--- config.mk ---
export PLATFORM = sky130hd
export DESIGN_NAME = gpk_port
export DESIGN_NICKNAME = d
export VERILOG_FILES = /design/src/rtl/gpk_pkg.sv /design/src/rtl/gpk_port.sv
export VERILOG_INCLUDE_DIRS = /design/src /design/src/rtl
export SDC_FILE = /design/constraint.sdc
export NUM_CORES = 1
export LEC_CHECK = 0
export ABC_CLOCK_PERIOD_IN_PS = 1700
export BUFFER_PORTS_ARGS = -buffer_cell sky130_fd_sc_hd__buf_2
export CORE_AREA = 2 2 241 243
export CTS_CLUSTER_SIZE = 8
export DETAILED_ROUTE_END_ITERATION = 8
export DIE_AREA = 0 0 243 245
export GPL_TIMING_DRIVEN = 0
export PLACE_DENSITY_LB_ADDON = 0.15
export SYNTH_ARGS = -nofsm -noshare
export SYNTH_HDL_FRONTEND = slang
export SYNTH_SLANG_ARGS = --single-unit
--- constraint.sdc ---
create_clock -name i_sys_clk -period 1.7 [get_ports i_sys_clk]
set_input_delay 0 -clock i_sys_clk [delete_from_list [all_inputs] [get_ports i_sys_clk]]
set_output_delay 0 -clock i_sys_clk [all_outputs]
set_load 0.03 [all_outputs]
--- src/rtl/gpk_regs.svh ---
// Constants for the four-port GPIO block: reset values and key-change span.
// Assumes inclusion by the port module only.
`ifndef GPK_REGS_SVH
`define GPK_REGS_SVH

// Reset values give a floating input on every pin
`define GPK_DIR_RST   16'h0000
`define GPK_ATTR_RST  16'hFFFF
`define GPK_BUF_RST   16'h0000
`define GPK_ALT_RST   16'h0000
`define GPK_KCEN_RST  8'h00

// Key-change pins are port A bits 15 down to 8
`define GPK_KC_HI     15
`define GPK_KC_LO     8

// Port indices
`define GPK_PORT_A    2'h0
`define GPK_PORT_D    2'h3

// Bits of the key-change control location
`define GPK_KC_IE_BIT  0
`define GPK_KC_CLR_BIT 1

`endif

--- src/rtl/gpk_pkg.sv ---
// Types shared by the GPIO port block and its users.
// Assumes a single 16-bit data path for all locations.
`default_nettype none

package gpk_pkg;

    // Locations reachable through the command port
    typedef enum logic [2:0] {
        LOC_PIN_DATA,
        LOC_OUT_BUF,
        LOC_DIR,
        LOC_ATTR,
        LOC_ALT_EN,
        LOC_KC_EN,
        LOC_LATCH,
        LOC_KC_CTRL
    } gpk_loc_t;

    // One access from the processor side
    typedef struct packed {
        logic        valid;
        logic        wr;
        logic [1:0]  port;
        gpk_loc_t    loc;
        logic [15:0] wdata;
    } gpk_cmd_t;

endpackage : gpk_pkg

`default_nettype wire

--- src/rtl/gpk_port.sv ---
// Four 16-bit GPIO ports with alternate-function override on ports A to C and key-change
// wake detection on port A bits 15:8.
// Assumes pads and peripherals are synchronous to i_sys_clk; pad resolution
// (pull resistors, three-state) is done outside from the drive outputs.
`timescale 1ns/1ns
`default_nettype none
`include "gpk_regs.svh"

module gpk_port (
    input  wire logic              i_sys_clk,
    input  wire logic              i_rst_b,
    input  wire gpk_pkg::gpk_cmd_t i_cmd,
    input  wire logic [3:0][15:0]  i_pad_in,
    input  wire logic [3:0][15:0]  i_alt_out,
    input  wire logic [3:0][15:0]  i_alt_oe,
    output var  logic [15:0]       o_rd_data,
    output var  logic              o_rd_valid,
    output var  logic [3:0][15:0]  o_pad_out,
    output var  logic [3:0][15:0]  o_pad_oe,
    output var  logic [3:0][15:0]  o_pull_up,
    output var  logic [3:0][15:0]  o_pull_dn,
    output var  logic [3:0][15:0]  o_alt_in,
    output var  logic [3:0][15:0]  o_alt_function_enable,
    output var  logic              o_key_change_flag,
    output var  logic              o_key_irq,
    output var  logic              o_wakeup
);
    import gpk_pkg::*;

    // Pin drive decode: {out, oe, pull up, pull down}
    function automatic logic [3:0] pin_drive(input logic dir,
                                             input logic attr,
                                             input logic buf_bit);
        logic [3:0] r;
        r = 4'h0;
        if (dir)
            r = {(attr ? buf_bit : ~buf_bit), 1'b1, 2'b00};
        else if (!attr)
            r = {2'b00, buf_bit, ~buf_bit};
        else
            r = 4'h0;
        return r;
    endfunction : pin_drive

    // Settings 000, 001 and 010 allow wake
    function automatic logic wake_ok(input logic dir,
                                     input logic attr,
                                     input logic buf_bit);
        return !dir && !(attr && buf_bit);
    endfunction : wake_ok

    logic [3:0][15:0] dir_q,  dir_d;
    logic [3:0][15:0] attr_q, attr_d;
    logic [3:0][15:0] buf_q,  buf_d;
    logic [3:0][15:0] alt_q,  alt_d;
    logic [7:0]       kcen_q, kcen_d;
    logic             ie_q,   ie_d;
    logic [15:0]      rd_q,   rd_d;
    logic             rdv_q,  rdv_d;
    logic [3:0][15:0] pout_q, pout_d;
    logic [3:0][15:0] poe_q,  poe_d;
    logic [3:0][15:0] pu_q,   pu_d;
    logic [3:0][15:0] pd_q,   pd_d;
    logic [3:0][15:0] ain_q,  ain_d;
    logic [7:0]       sync1_q, sync2_q;
    logic [7:0]       ref_q,  ref_d;
    logic             mis_q,  mis_d;
    logic             flag_q, flag_d;
    logic             irq_q,  irq_d;
    logic [7:0]       elig;
    logic             wr_hit, rd_hit;

    assign wr_hit = i_cmd.valid && i_cmd.wr;
    assign rd_hit = i_cmd.valid && !i_cmd.wr;

    // Configuration, buffer and read-back next values
    always_comb
    begin
        dir_d  = dir_q;
        attr_d = attr_q;
        buf_d  = buf_q;
        alt_d  = alt_q;
        kcen_d = kcen_q;
        ie_d   = ie_q;
        rd_d   = rd_q;
        rdv_d  = rd_hit;
        if (wr_hit)
        begin
            case (i_cmd.loc)
                LOC_PIN_DATA: buf_d[i_cmd.port] = i_cmd.wdata;
                LOC_OUT_BUF:  buf_d[i_cmd.port] = i_cmd.wdata;
                LOC_DIR:      dir_d[i_cmd.port] = i_cmd.wdata;
                LOC_ATTR:     attr_d[i_cmd.port] = i_cmd.wdata;
                LOC_ALT_EN:
                    if (i_cmd.port != `GPK_PORT_D)
                        alt_d[i_cmd.port] = i_cmd.wdata;
                LOC_KC_EN:
                    kcen_d = i_cmd.wdata[`GPK_KC_HI:`GPK_KC_LO];
                LOC_KC_CTRL:  ie_d = i_cmd.wdata[`GPK_KC_IE_BIT];
                default:      ie_d = ie_q;
            endcase
        end
        if (rd_hit)
        begin
            case (i_cmd.loc)
                LOC_PIN_DATA: rd_d = i_pad_in[i_cmd.port];
                LOC_OUT_BUF:  rd_d = buf_q[i_cmd.port];
                LOC_DIR:      rd_d = dir_q[i_cmd.port];
                LOC_ATTR:     rd_d = attr_q[i_cmd.port];
                LOC_ALT_EN:   rd_d = alt_q[i_cmd.port];
                LOC_KC_EN:    rd_d = {kcen_q, 8'h00};
                LOC_LATCH:    rd_d = {sync2_q, 8'h00};
                LOC_KC_CTRL:  rd_d = {14'h0000, flag_q, ie_q};
                default:      rd_d = 16'h0000;
            endcase
        end
    end

    // Pad drive, alternate override and peripheral input next values
    always_comb
    begin
        logic [3:0] drv;
        drv   = 4'h0;
        pout_d = '0;
        poe_d  = '0;
        pu_d   = '0;
        pd_d   = '0;
        ain_d  = i_pad_in;
        for (int p = 0; p < 4; p++)
        begin
            for (int b = 0; b < 16; b++)
            begin
                drv = pin_drive(dir_q[p][b], attr_q[p][b], buf_q[p][b]);
                if (alt_q[p][b])
                begin
                    pout_d[p][b] = i_alt_out[p][b];
                    poe_d[p][b]  = i_alt_oe[p][b];
                end
                else
                begin
                    pout_d[p][b] = drv[3];
                    poe_d[p][b]  = drv[2];
                    pu_d[p][b]   = drv[1];
                    pd_d[p][b]   = drv[0];
                end
            end
        end
    end

    // Key-change detection on synchronised port A 15:8
    always_comb
    begin
        ref_d = ref_q;
        if (rd_hit && i_cmd.loc == LOC_LATCH)
            ref_d = sync2_q;
        for (int k = 0; k < 8; k++)
            elig[k] = kcen_q[k] && !alt_q[0][k + `GPK_KC_LO]
                && wake_ok(dir_q[0][k + `GPK_KC_LO],
                           attr_q[0][k + `GPK_KC_LO],
                           buf_q[0][k + `GPK_KC_LO]);
        mis_d  = |((sync2_q ^ ref_q) & elig);
        flag_d = flag_q;
        if (wr_hit && i_cmd.loc == LOC_KC_CTRL
            && i_cmd.wdata[`GPK_KC_CLR_BIT])
            flag_d = 1'b0;
        if (mis_d && !mis_q)
            flag_d = 1'b1;
        irq_d = flag_q && ie_q;
    end

    // State registers
    always_ff @(posedge i_sys_clk or negedge i_rst_b)
    begin
        if (!i_rst_b)
        begin
            dir_q   <= {4{`GPK_DIR_RST}};
            attr_q  <= {4{`GPK_ATTR_RST}};
            buf_q   <= {4{`GPK_BUF_RST}};
            alt_q   <= {4{`GPK_ALT_RST}};
            kcen_q  <= `GPK_KCEN_RST;
            ie_q    <= 1'b0;
            rd_q    <= 16'h0000;
            rdv_q   <= 1'b0;
            pout_q  <= '0;
            poe_q   <= '0;
            pu_q    <= '0;
            pd_q    <= '0;
            ain_q   <= '0;
            sync1_q <= 8'h00;
            sync2_q <= 8'h00;
            ref_q   <= 8'h00;
            mis_q   <= 1'b0;
            flag_q  <= 1'b0;
            irq_q   <= 1'b0;
        end
        else
        begin
            dir_q   <= dir_d;
            attr_q  <= attr_d;
            buf_q   <= buf_d;
            alt_q   <= alt_d;
            kcen_q  <= kcen_d;
            ie_q    <= ie_d;
            rd_q    <= rd_d;
            rdv_q   <= rdv_d;
            pout_q  <= pout_d;
            poe_q   <= poe_d;
            pu_q    <= pu_d;
            pd_q    <= pd_d;
            ain_q   <= ain_d;
            sync1_q <= i_pad_in[0][`GPK_KC_HI:`GPK_KC_LO];
            sync2_q <= sync1_q;
            ref_q   <= ref_d;
            mis_q   <= mis_d;
            flag_q  <= flag_d;
            irq_q   <= irq_d;
        end
    end

    // Outputs straight from flip-flops
    assign o_rd_data             = rd_q;
    assign o_rd_valid            = rdv_q;
    assign o_pad_out             = pout_q;
    assign o_pad_oe              = poe_q;
    assign o_pull_up             = pu_q;
    assign o_pull_dn             = pd_q;
    assign o_alt_in              = ain_q;
    assign o_alt_function_enable = alt_q;
    assign o_key_change_flag     = flag_q;
    assign o_key_irq             = irq_q;
    assign o_wakeup              = mis_q;

    // Checks on drive, access and key-change behaviour
    AST_INV_OUT: assert property (
        @(posedge i_sys_clk) disable iff (!i_rst_b)
        1'b1 |=> ((($past(dir_q) & ~$past(attr_q) & ~$past(alt_q))
            & (o_pad_out ^ ~$past(buf_q))) == '0))
        else $error("inverted output mismatch");
    AST_PLAIN_OUT: assert property (
        @(posedge i_sys_clk) disable iff (!i_rst_b)
        1'b1 |=> ((($past(dir_q) & $past(attr_q) & ~$past(alt_q))
            & ((o_pad_out ^ $past(buf_q)) | ~o_pad_oe)) == '0))
        else $error("plain output mismatch");
    AST_FLOAT_IN: assert property (
        @(posedge i_sys_clk) disable iff (!i_rst_b)
        1'b1 |=> (((~$past(dir_q) & $past(attr_q) & ~$past(alt_q))
            & (o_pad_oe | o_pull_up | o_pull_dn)) == '0))
        else $error("floating input is driven or pulled");
    AST_PULL_SEL: assert property (
        @(posedge i_sys_clk) disable iff (!i_rst_b)
        1'b1 |=> (((~$past(dir_q) & ~$past(attr_q) & ~$past(alt_q))
            & ((o_pull_up ^ $past(buf_q)) | (o_pull_dn ^ ~$past(buf_q))))
            == '0))
        else $error("pull selection wrong");
    AST_ALT_WINS: assert property (
        @(posedge i_sys_clk) disable iff (!i_rst_b)
        1'b1 |=> (($past(alt_q) & ((o_pad_oe ^ $past(i_alt_oe))
            | o_pull_up | o_pull_dn)) == '0))
        else $error("alternate function not in control");
    AST_ALT_IN: assert property (
        @(posedge i_sys_clk) disable iff (!i_rst_b)
        1'b1 |=> o_alt_in == $past(i_pad_in))
        else $error("peripheral input is not the pad level");
    AST_PORT_D: assert property (
        @(posedge i_sys_clk) disable iff (!i_rst_b)
        alt_q[3] == 16'h0000)
        else $error("port D has alternate enable");
    AST_SAME_WRITE: assert property (
        @(posedge i_sys_clk) disable iff (!i_rst_b)
        (wr_hit && (i_cmd.loc == LOC_PIN_DATA || i_cmd.loc == LOC_OUT_BUF))
        |=> buf_q[$past(i_cmd.port)] == $past(i_cmd.wdata))
        else $error("buffer write lost");
    AST_PIN_READ: assert property (
        @(posedge i_sys_clk) disable iff (!i_rst_b)
        (rd_hit && i_cmd.loc == LOC_PIN_DATA)
        |=> o_rd_valid && o_rd_data == $past(i_pad_in[i_cmd.port]))
        else $error("pin read is not the pad level");
    AST_KC_SET: assert property (
        @(posedge i_sys_clk) disable iff (!i_rst_b)
        $rose(mis_q) |-> flag_q)
        else $error("key change not flagged");
    AST_KC_CLEAR: assert property (
        @(posedge i_sys_clk) disable iff (!i_rst_b)
        (wr_hit && i_cmd.loc == LOC_KC_CTRL
            && i_cmd.wdata[`GPK_KC_CLR_BIT]
            && !(mis_d && !mis_q)) |=> !flag_q)
        else $error("flag not cleared");
    AST_IRQ_GATE: assert property (
        @(posedge i_sys_clk) disable iff (!i_rst_b)
        o_key_irq |-> $past(ie_q) && $past(flag_q))
        else $error("irq without enable");

endmodule : gpk_port

`default_nettype wire

# After elaboration in Yosys (flattened, before gate mapping)

Index checks and enable logic that the tools add are counted.

Bits of input ports: 217
Register bits: 629
Output and inout bits: 404
Logic and storage cells: 665

Bitwise logic cells: 66
$lt $le $gt $ge: 2
Multiplexer cells: 467
Equality and inequality tests: 8
Reductions and logical operators: 76

Operator list:

| cell                                                                                 | count |
|---|---|
| 1-bit two-way mux                                                                    | 322 |
| 64-bit bitwise mux                                                                   | 4 |
| 4-bit two-way mux                                                                    | 64 |
| 16-bit binary-select mux with 2-bit select                                           | 5 |
| 2-bit two-way mux                                                                    | 64 |
| 16-bit one-hot mux with 8 select lines                                               | 1 |
| 16-bit two-way mux                                                                   | 6 |
| 1-bit inverter                                                                       | 64 |
| 1-bit logical AND                                                                    | 40 |
| 16-bit demux with 2-bit select                                                       | 1 |
| 1-bit logical NOT                                                                    | 26 |
| 3-bit equality test (second input constant)                                          | 4 |
| 2-bit AND reduction                                                                  | 5 |
| 8-bit AND                                                                            | 1 |
| 8-bit OR reduction                                                                   | 1 |
| 8-bit XOR                                                                            | 1 |
| 3-bit by 2-bit equality test with 1-bit output (second input constant)               | 2 |
| 3-bit by 1-bit equality test with 1-bit output (second input constant)               | 1 |
| 3-bit logical NOT                                                                    | 1 |
| 2-bit by 3-bit < comparator with 1-bit output (second input constant)                | 1 |
| 3-bit AND reduction                                                                  | 1 |
| 2-bit by 1-bit greater-or-equal comparator with 1-bit output (second input constant) | 1 |
| 2-bit != test (second input constant)                                                | 1 |
| 2-bit nonzero test                                                                   | 1 |
| 2-bit OR reduction                                                                   | 1 |

# Logic depth before layout (Yosys ltp)

Gate-level depths: netlist of run 1.

Depth after elaboration: 8
Mapped depth: 8
Depth with buffers taken out: 5

# Least setup slack after synthesis of run 1

Ideal clock, no wire load.

Kind: register to register
Start: reg alt_q, in the netlist o_alt_function_enable[52]
End: reg rd_q[4] (netlist: o_rd_data[4])
Buffers on the path: 0
Path slack: 131 ps
Clock period less this slack: 1569 ps
Library setup time: 132 ps
Arrival time: 1437 ps
Stages on the path, launching flop included: 6
Required time: 1568 ps
Path through: dfrtp_1 -> mux4_2 -> nand2_1 -> o41ai_1 -> a221oi_1 -> o21ai_0

Cells in the longest elaborated chain, start to end: 3

RTL lines:

| what                                       | line            | source |
|---|---|---|
| start, declared                            | gpk_port.sv:55  | `logic [3:0][15:0] alt_q, alt_d;` |
| start signal, assigned                     | gpk_port.sv:179 | `` alt_q <= {4{`GPK_ALT_RST}}; `` |
| start signal, assigned                     | gpk_port.sv:201 | `alt_q <= alt_d;` |
| 16-bit binary-select mux with 2-bit select | gpk_port.sv:110 | `LOC_ALT_EN: rd_d = alt_q[i_cmd.port];` |
| 16-bit two-way mux (not written as such)   | gpk_port.sv:110 |  |
| 16-bit one-hot mux with 8 select lines     | gpk_port.sv:105 | `case (i_cmd.loc)` |
| end signal, assigned                       | gpk_port.sv:204 | `rd_q <= rd_d;` |
| end, declared                              | gpk_port.sv:58  | `logic [15:0] rd_q, rd_d;` |

Every way passes these cells. The select of a mux whose other input is x is not followed.
A chain may end at the register's enable or synchronous reset.

# Worst setup path after layout of run 1

Start: in i_cmd[16] in the netlist's numbering
End: reg rd_q[9] (netlist: o_rd_data[9])

Cells in the longest elaborated chain, start to end: 2

RTL lines:

| what                                        | line            | source |
|---|---|---|
| start, declared                             | gpk_port.sv:12  | `input wire gpk_pkg::gpk_cmd_t i_cmd,` |
| 3-bit equality test (tied with other cells) | gpk_port.sv:105 |  |
| 16-bit one-hot mux with 8 select lines *    | gpk_port.sv:105 |  |

Mark *: on every way between the ends. The rest lies on a longest branch, timed or not.

==> impl_metrics.env, run 1 <==
export IMPL_finalWorstSetupSlack_ns=-0.254
export IMPL_synthTopCellsByArea="dfrtp_1 (53%), mux2_2 (8.1%), ha_1 (6.4%)"
export IMPL_syn_inst=2062
export IMPL_cp_max_fo=10
export IMPL_ctsHoldBuffers=213
export IMPL_vias_per_cell=5.38
export IMPL_cp_cell_sequence="buf_2 > buf_1 > nand2b_1 > clkbuf_1 > o211ai_1 > o221a_2"
export IMPL_synth_top_family_by_area="multiplexers"
export IMPL_drtPass1Iterations=6
export IMPL_wire_per_inst_um=24.7
export IMPL_grt_pass1_wl_um=140000
export IMPL_start_kind="primary input"
export IMPL_grt_total_usage=0.318
export IMPL_pwr_density_cell_nw_per_um2=1270
export IMPL_grt_pass1_vias=21700
export IMPL_synth_nets=2415
export IMPL_critPathArrivalTime_ns=2.51
export IMPL_max_freq_ghz=0.512
export IMPL_synth_top_area_frac=0.526
export IMPL_cts_root_buffer="clkbuf_16"
export IMPL_cts_htree_levels=3
export IMPL_cp_end_kind="register"
export IMPL_antenna_left=0
export IMPL_vdd_drop_max_mv=0.844
export IMPL_cts_num_sinks=621
export IMPL_cts_tree="built"
export IMPL_syn_area_um2=26500
export IMPL_vias=20800
export IMPL_skew_ns=0.0239
export IMPL_insertion_delay_ns=0.63
export IMPL_fin_crit_ns=1.95
export IMPL_drc=0
export IMPL_holdWs_ns=-0.690
export IMPL_cts_clk_slew_worst_paths_ns=0.05
export IMPL_nFillCells=4519
export IMPL_finalMaxSlewViolations=0
export IMPL_core_rowCount=88
export IMPL_final_cells=3865
export IMPL_yosys_area_share_adder=0.0642
export IMPL_synth_distinct_cells=43
export IMPL_ios=621
export IMPL_yosysSeqAreaShare=0.590
export IMPL_synth_compound_area_frac=0.0525
export IMPL_outcome="finished, violations left"
export IMPL_drive_gt1_frac=0.387
export IMPL_holdCritPathClass="primary input to async pin"
export IMPL_placedCellCount=3450
export IMPL_portBuffers=618
export IMPL_worstSetupPathType="primary input to register"
export IMPL_globalplace_congestion=0.896
export IMPL_yosys_area_share_xor_xnor=0.00264
export IMPL_dieArea_um2=59500
export IMPL_fin_util=0.630
export IMPL_layout_commonest_cell="buf_2"
export IMPL_synth_edf_count=0
export IMPL_fin_area_um2=36000
export IMPL_p_leak_uw=0.0181
export IMPL_ys_ff_latch=621
export IMPL_drt_initial_drc_count=1452
export IMPL_start_util=0.465
export IMPL_finalWirelength_um=95300
export IMPL_numCtsBuffers=87
export IMPL_yosysWarnings=0
export IMPL_rsz0062_at_grt="yes"
export IMPL_synthArstFlopShare=1.00
export IMPL_synth_area_per_cell_um2=12.8
export IMPL_worst_slew_pin_slew_ns=1.11
export IMPL_hold_viol_final=358
export IMPL_violations="negative hold slack, negative setup slack"
export IMPL_worst_slew_margin_rel=0.257
export IMPL_grt_ovfl_total=0
export IMPL_place_area_um2=30700
export IMPL_p_total_uw=45700
export IMPL_cpPeakStageDelay_ns=0.65
export IMPL_cpMaxStageDelayCell="o211ai_1"
export IMPL_synth_ff_type="dfrtp_1"
export IMPL_synth_top_cell_by_area="dfrtp_1"
export IMPL_antenna_found_initial=12
export IMPL_synthSimpleGateAreaFrac=0.107
export IMPL_core_um2=57000
export IMPL_cts_path_max_buffers=3
export IMPL_tns_ns=-1.24
export IMPL_final_nets=3378
export IMPL_max_cap_violations=0
export IMPL_synth_mux_area_frac=0.149
export IMPL_setup_violations=15
export IMPL_cp_required_ns=2.25
export IMPL_die_w_um=243
export IMPL_die_y_um=245
export IMPL_most_common_layout_cells="buf_2 (639), dfrtp_1 (531), nand2_1 (274)"
export IMPL_min_period_over_period=1.15
export IMPL_area_growth_pct=35.7
export IMPL_grt_max_degree=129
export IMPL_hpwl_um=66300
## flip-flops by register name, summed over array words and instances (netlist names)
signal	cells
o_wakeup	1
sync2_q	8
o_pad_oe	64
sync1_q	7
buf_q	64
o_key_change_flag	1
ref_q	8
dir_q	64
kcen_q	8
o_pull_up	64
o_rd_data	16
o_rd_valid	1
o_alt_in	57
o_alt_function_enable	64
o_key_irq	1
ie_q	1
o_pull_dn	64
o_pad_out	64
attr_q	64
## layout make-up
class | count | area, µm² | share of cell area
diodes | 4 | 10.0 | 0.000278
flip-flops and latches | 621 | 15700 | 0.435
clock buffers | 157 | 2510 | 0.0699
well taps | 765 | 957 | 0.0266
clock inverters | 3 | 33.8 | 0.000940
multi-input cells | 1207 | 10100 | 0.282
plain buffers | 101 | 489 | 0.0136
inverters | 132 | 495 | 0.0138
repair buffers | 875 | 5670 | 0.158
## worst max-delay path, delay by kind of cell
family	cells	cell delay, ns
AOI/OAI and AO/OA	2	0.94
buffers and inverters	3	1.27
and+or+nand+nor	1	0.27
## kinds of logic (layout without fill, tap and decap cells)
| kind of cell | count (synthesis) | in the layout |
|---|---|---|
| xor+xnor | 8 | 8 |
| fa+ha+maj | 136 | 136 |
| buf+inv | 234 | 1268 |
| compound gates | 230 | 230 |
| mux | 290 | 290 |
| simple gates | 543 | 543 |
| other cells | 0 | 4 |
| flops | 621 | 621 |
## power by group
group / switching, µW / internal [µW]
clock network: 6420 / 9880
registers: 1590 / 17200
logic: 6670 / 3870
total: 14700 / 31000
## timing repair
action | CTS | global route
setup endpoints to repair | 113 | 62
endpoints found under the hold margin | 717 | 235
pin swaps | 8 | 13
resized for setup | 56 | 50
setup buffers | 29 | 10
## routing by layer
metal  global-route usage  routed length (µm)  vias up
li1                     -                   -     9015
met1                0.405               37800    10600
met2                0.522               46200      994
met3               0.0774                7630      216
met4                0.134                3510       14
met5                    0                  94        -
## cell usage after synthesis, types with 11 or more instances
master,n
nor3b_1,113
buf_2,31
nor2b_1,13
dfrtp_1,557
mux2_2,191
and2_1,20
nor2_1,20
inv_1,132
o21ai_0,151
a31oi_1,15
dfstp_2,64
mux4_2,60
clkbuf_1,67
nand2b_1,72
ha_1,136
nand2_1,275
a221oi_1,11
mux2i_1,29
## metrics by stage
stage	setup WS (ns)	hold WS, ns
floorplan	0.131	-0.296
global placement	-11.99	0.120
detailed placement	-1.23	-0.0275
CTS	-0.120	-0.688
global route	-0.151	-0.665
finish	-0.254	-0.690
## path summary, 6_finish.rpt
kind,start,end,slack [ns],depth (start not counted)
min in group i_sys_clk,i_pad_in[23],o_alt_in[23],0.03,2
max in group asynchronous,i_rst_b,o_pull_dn[44],0.42,4
worst min register to register,o_alt_in[15],sync2_q[7],0.40,0
worst max-delay path,i_cmd[16],o_rd_data[9],-0.25,6
worst max register to register,dir_q[59],o_rd_data[11],-0.13,4
worst min-delay path,i_rst_b,o_pad_oe[27],-0.69,1
No activity file was read; power rests on OpenSTA's default activity.
==> run 2: changes to the inputs <==
Settings changed: CELL_PAD_IN_SITES_DETAIL_PLACEMENT from default to 1, CELL_PAD_IN_SITES_GLOBAL_PLACEMENT from default to 1, CORE_AREA 2 2 241 243 to default, CORE_MARGIN from default to 2, CORE_UTILIZATION from default to 43, DIE_AREA 0 0 243 245 to default.
==> run 2 against run 1 <==
The run ends with negative setup slack left. Combinational power rose by 4%. Wire length rose by 17%. Register-to-register slack barely moved. Global-route usage rose by 2.4 points. Critical path type is now register to register.
==> impl_metrics.env, run 2 (synthesis gave the netlist of run 1 again) <==
export IMPL_layout_commonest_cell="buf_2"
export IMPL_critPathArrivalTime_ns=2.37
export IMPL_min_period_over_period=1.08
export IMPL_holdCritPathClass="primary input to register"
export IMPL_cts_path_max_buffers=3
export IMPL_hpwl_um=70900
export IMPL_rr_worst_depth=4
export IMPL_final_cells=3891
export IMPL_area_growth_pct=36.1
export IMPL_grt_pass1_vias=23300
export IMPL_cts_htree_levels=3
export IMPL_timing_critical_path_to="o_rd_data[8]"
export IMPL_die_w_um=252
export IMPL_fin_util=0.595
export IMPL_max_freq_ghz=0.543
export IMPL_cp_max_fo=5
export IMPL_insertion_delay_ns=0.64
export IMPL_start_util=0.437
export IMPL_outcome="finished, violations left"
export IMPL_drt_initial_drc_count=1607
export IMPL_vias_per_cell=5.54
export IMPL_cts_num_sinks=621
export IMPL_hold_viol_final=0
export IMPL_numCtsBuffers=87
export IMPL_antenna_left=0
export IMPL_dieArea_um2=63600
export IMPL_die_y_um=252
export IMPL_nFillCells=6291
export IMPL_place_ws_ns=-1.26
export IMPL_pwr_density_cell_nw_per_um2=1290
export IMPL_wire_per_inst_um=28.6
export IMPL_most_common_layout_cells="buf_2 (636), dfrtp_1 (526), nand2_1 (274)"
export IMPL_skew_ns=0.0247
export IMPL_start_kind="register"
export IMPL_ios=621
export IMPL_rsz0062_at_grt="yes"
export IMPL_globalplace_congestion=0.895
export IMPL_startpoint="dir_q[56]"
export IMPL_antenna_found_initial=11
export IMPL_tns_ns=-0.474
export IMPL_placedCellCount=3467
export IMPL_cts_tree="built"
export IMPL_drtPass1Iterations=4
export IMPL_violations="negative setup slack"
export IMPL_r2r_start="dir_q[56]"
export IMPL_fin_crit_ns=1.84
export IMPL_worst_slew_pin_slew_ns=1.22
export IMPL_portBuffers=618
export IMPL_drive_gt1_frac=0.389
export IMPL_core_rowCount=90
export IMPL_worstSetupPathType="register to register"
export IMPL_final_nets=3387
export IMPL_finalWirelength_um=111000
export IMPL_vias=21600
export IMPL_max_cap_violations=0
export IMPL_cp_end_kind="register"
export IMPL_grt_max_degree=122
export IMPL_finalWorstSetupSlack_ns=-0.142
export IMPL_core_um2=60600
export IMPL_vdd_drop_max_mv=0.796
export IMPL_finalMaxSlewViolations=0
export IMPL_worst_slew_margin_rel=0.187
export IMPL_grt_ovfl_total=0
export IMPL_cts_root_buffer="clkbuf_16"
export IMPL_grt_pass1_wl_um=158000
export IMPL_r2r_slack_ns=-0.14
export IMPL_cts_clk_slew_worst_paths_ns=0.06
export IMPL_setup_violations=5
export IMPL_drc=0
export IMPL_p_leak_uw=0.0182
export IMPL_grt_total_usage=0.342
export IMPL_rr_endpoint="o_rd_data[8]"
export IMPL_cp_required_ns=2.23
## run 2: cell types whose count changed in the layout (fill, tap and decap cells not counted), moves of 2 or more
cell	delta
buf_1	-2
dfrtp_1	-5
nor2_4	-2
nor2_2	+2
clkbuf_1	-2
buf_4	+6
dfrtp_2	+5
a211oi_4	-2
inv_16	+2
dlygate4sd3_1	+7
buf_2	-3
nand2b_1	-2
nand2b_2	+2
## run 2: layer usage
layer / track usage / routed length, µm
met3: 0.0774 / 7450
met4: 0.146 / 4540
met2: 0.583 / 56100
met1: 0.417 / 43100
met5: 0 / 61
## run 2: worst min-delay path by stage
| stage | start | endpoint | slack, ns | cells after the start |
|---|---|---|---|---|
| final | i_pad_in[49] | o_alt_in[49] | 0.01 | 2 |
| after global routing | i_pad_in[39] | o_alt_in[39] | 0.03 | 2 |
| after CTS | i_rst_b | o_pad_out[24] | -0.06 | 2 |
| after detailed placement | i_rst_b | o_pad_out[24] | 0.02 | 1 |
| after global placement | i_pad_in[44] | o_alt_in[44] | 0.12 | 1 |
| after floorplan | i_rst_b | buf_q[0] | -0.30 | 0 |
## run 2: power by group
group          switching, µW  internal (µW)
clock network           6940           9840
registers               1760          17300
logic                   6970           3900
total                  15700          31000
## run 2: layout make-up
cell class              instances  area [µm²]  share of cell area
flip-flops and latches        621       15700               0.434
multi-input cells            1207       10100               0.279
repair buffers                885        5790               0.160
clock buffers                 154        2480              0.0688
well taps                     782         978              0.0271
plain buffers                 100         497              0.0138
inverters                     132         495              0.0137
clock inverters                 5        81.3             0.00225
diodes                          5        12.5            0.000347
## run 2: critical path: stages (launching register included)
cell      delay, ns
dfrtp_1        0.42
mux4_2         0.54
a221oi_2       0.26
o211ai_1       0.29
o221a_2        0.22
## run 2: through the flow
| stage | instance area [µm²] | hold slack [ns] | power (µW) |
|---|---|---|---|
| floorplan | 26500 | -0.296 | 24600 |
| detailed placement | 30700 | 0.0185 | 29000 |
| global route | 36100 | 0.0262 | 48300 |
| global placement | 30600 | 0.119 | 28700 |
| finish | 36100 | 0.0134 | 46700 |
| CTS | 35600 | -0.0612 | 46200 |
## run 2: what timing repair did
item,4_1_cts,5_1_grt
resized for setup,55,56
buffers inserted,1,39
gates cloned,0,1
hold endpoints to repair,682,4
hold buffers,217,4
endpoints found under the setup margin,129,179
pin swaps,2,12
==> run 3: changes to the inputs <==
Settings changed: CORE_UTILIZATION 43 to 35.
==> run 3 against run 2 <==
The flow finishes with violations (negative hold slack, negative setup slack). Via count decreased by 2.6%. Critical path depth unchanged. Final cell count increased by 5.1%. Core utilization decreased by 11 points. First-iteration DRC count decreased by 23%. Clock skew increased by 0.0037 ns. Clock power about the same. Combinational power about the same. Wire length decreased by 2.5%. Sequential power about the same. Critical path type unchanged. Critical endpoint unchanged. Largest power group unchanged.
==> impl_metrics.env, run 3 (synthesis gave the netlist of run 1 again) <==
export IMPL_outcome="finished, violations left"
export IMPL_violations="negative hold slack, negative setup slack"
export IMPL_drtPass1Iterations=5
export IMPL_ios=621
export IMPL_max_cap_violations=0
export IMPL_vdd_drop_max_mv=0.688
export IMPL_finalWorstSetupSlack_ns=-0.100
export IMPL_r2r_slack_ns=-0.10
export IMPL_start_kind="register"
export IMPL_antenna_left=0
export IMPL_core_um2=74700
export IMPL_wl_met2_um=54700
export IMPL_globalplace_congestion=0.837
export IMPL_worst_slew_margin_rel=0.207
export IMPL_cpMaxStageDelayCell="mux4_2"
export IMPL_worst_slew_pin_slew_ns=1.19
export IMPL_place_area_um2=30900
export IMPL_grt_max_degree=122
export IMPL_drt_initial_drc_count=1230
export IMPL_cpPeakStageDelay_ns=0.53
export IMPL_vias=21000
export IMPL_cts_tree="built"
export IMPL_cp_required_ns=2.24
export IMPL_worstSetupPathType="register to register"
export IMPL_pwr_density_cell_nw_per_um2=1260
export IMPL_routed_top_layer="met5"
export IMPL_cts_path_max_buffers=3
export IMPL_wl_met1_um=43600
export IMPL_fin_crit_ns=1.80
export IMPL_rsz0062_at_grt="yes"
export IMPL_skew_ns=0.0284
export IMPL_hold_viol_final=206
export IMPL_drc=0
export IMPL_layout_commonest_cell="buf_2"
export IMPL_cp_max_fo=2
export IMPL_tns_ns=-0.412
export IMPL_wire_per_inst_um=26.5
export IMPL_placedCellCount=3654
export IMPL_cp_end_kind="register"
export IMPL_grt_ovfl_total=0
export IMPL_die_y_um=279
export IMPL_fin_area_um2=36500
export IMPL_cts_htree_levels=3
export IMPL_holdWs_ns=-0.651
export IMPL_start_util=0.355
export IMPL_most_common_layout_cells="buf_2 (633), dfrtp_1 (534), nand2_1 (274)"
export IMPL_setup_violations=11
export IMPL_min_period_over_period=1.06
export IMPL_finalMaxSlewViolations=0
export IMPL_area_growth_pct=37.6
export IMPL_portBuffers=618
export IMPL_grt_total_usage=0.276
export IMPL_rr_worst_depth=4
export IMPL_hpwl_um=73600
export IMPL_grt_pass1_wl_um=157000
export IMPL_holdCritPathClass="primary input to async pin"
export IMPL_rr_endpoint="o_rd_data[8]"
export IMPL_grt_pass1_vias=22900
export IMPL_final_cells=4088
export IMPL_finalWirelength_um=108000
export IMPL_cts_root_buffer="clkbuf_16"
export IMPL_die_w_um=279
export IMPL_max_freq_ghz=0.556
export IMPL_vias_per_cell=5.14
export IMPL_core_rowCount=100
export IMPL_insertion_delay_ns=0.65
export IMPL_r2r_start="dir_q[56]"
export IMPL_p_leak_uw=0.0183
export IMPL_final_nets=3409
export IMPL_numCtsBuffers=87
export IMPL_cts_clk_slew_worst_paths_ns=0.05
export IMPL_drive_gt1_frac=0.385
export IMPL_cp_cell_sequence="mux4_2 > a221oi_2 > o211ai_1 > o221a_2"
export IMPL_cts_num_sinks=621
export IMPL_dr_wl_met3_um=6110
export IMPL_dieArea_um2=77900
export IMPL_critPathArrivalTime_ns=2.34
export IMPL_p_total_uw=46100
export IMPL_antenna_found_initial=6
## run 3: cell types whose count changed in the layout (fill, tap and decap cells not counted), sizes merged
cell         delta
dlygate4sd3    +19
diode           -4
buf             +2
clkinv          +2
clkbuf          -9
## run 3: routing by layer
| layer | up-vias | track usage |
|---|---|---|
| met1 | 11000 | 0.341 |
| li1 | 9043 | - |
| met2 | 730 | 0.478 |
| met3 | 189 | 0.0526 |
| met4 | 10 | 0.101 |
| met5 | - | 0 |
## run 3: worst max-delay path: cells and delay by family, from the launching register on
kind / cells / cell delay (ns)
compound gates: 3 / 0.79
flops: 1 / 0.38
mux: 1 / 0.53
## run 3: what timing repair did
item | 4_1_cts | 5_1_grt
gates resized for setup | 73 | 23
setup endpoints to repair | 142 | 45
pin swaps | 10 | 13
hold buffers | 237 | 4
buffers inserted | 29 | 14
hold endpoints to repair | 502 | 93
## run 3: worst max-delay path by stage
stage / startpoint / end / slack (ns) / depth (start not counted)
after floorplan: o_alt_function_enable[52] / o_rd_data[4] / 0.13 / 5
after global placement: i_rst_b / o_pad_oe[33] / -12.43 / 1
after detailed placement: i_cmd[19] / o_rd_data[11] / -1.50 / 8
after CTS: dir_q[56] / o_rd_data[8] / -0.13 / 4
after global routing: dir_q[13] / o_rd_data[13] / -0.13 / 4
final: dir_q[56] / o_rd_data[8] / -0.10 / 4
## run 3: where the power goes
part	total, µW	switching, µW	internal, µW
Combinational	10800	6830	3920
Clock	16500	6900	9630
Sequential	18800	1600	17200
## run 3: layout make-up
| class | count | area, µm² |
|---|---|---|
| Multi-Input combinational cell | 1207 | 10100 |
| Clock buffer | 144 | 2400 |
| Antenna cell | 1 | 2.50 |
| Buffer | 100 | 502 |
| Inverter | 132 | 495 |
| Sequential cell | 621 | 15600 |
| Clock inverter | 7 | 141 |
| Tap cell | 969 | 1210 |
| Fill cell | 7949 | 38200 |
| Timing Repair Buffer | 907 | 6000 |
## run 3: through the flow
stage / setup slack, ns / utilization
floorplan: 0.131 / -
global placement: -12.43 / 0.412
detailed placement: -1.50 / 0.414
CTS: -0.127 / 0.485
global route: -0.128 / 0.488
finish: -0.100 / 0.488
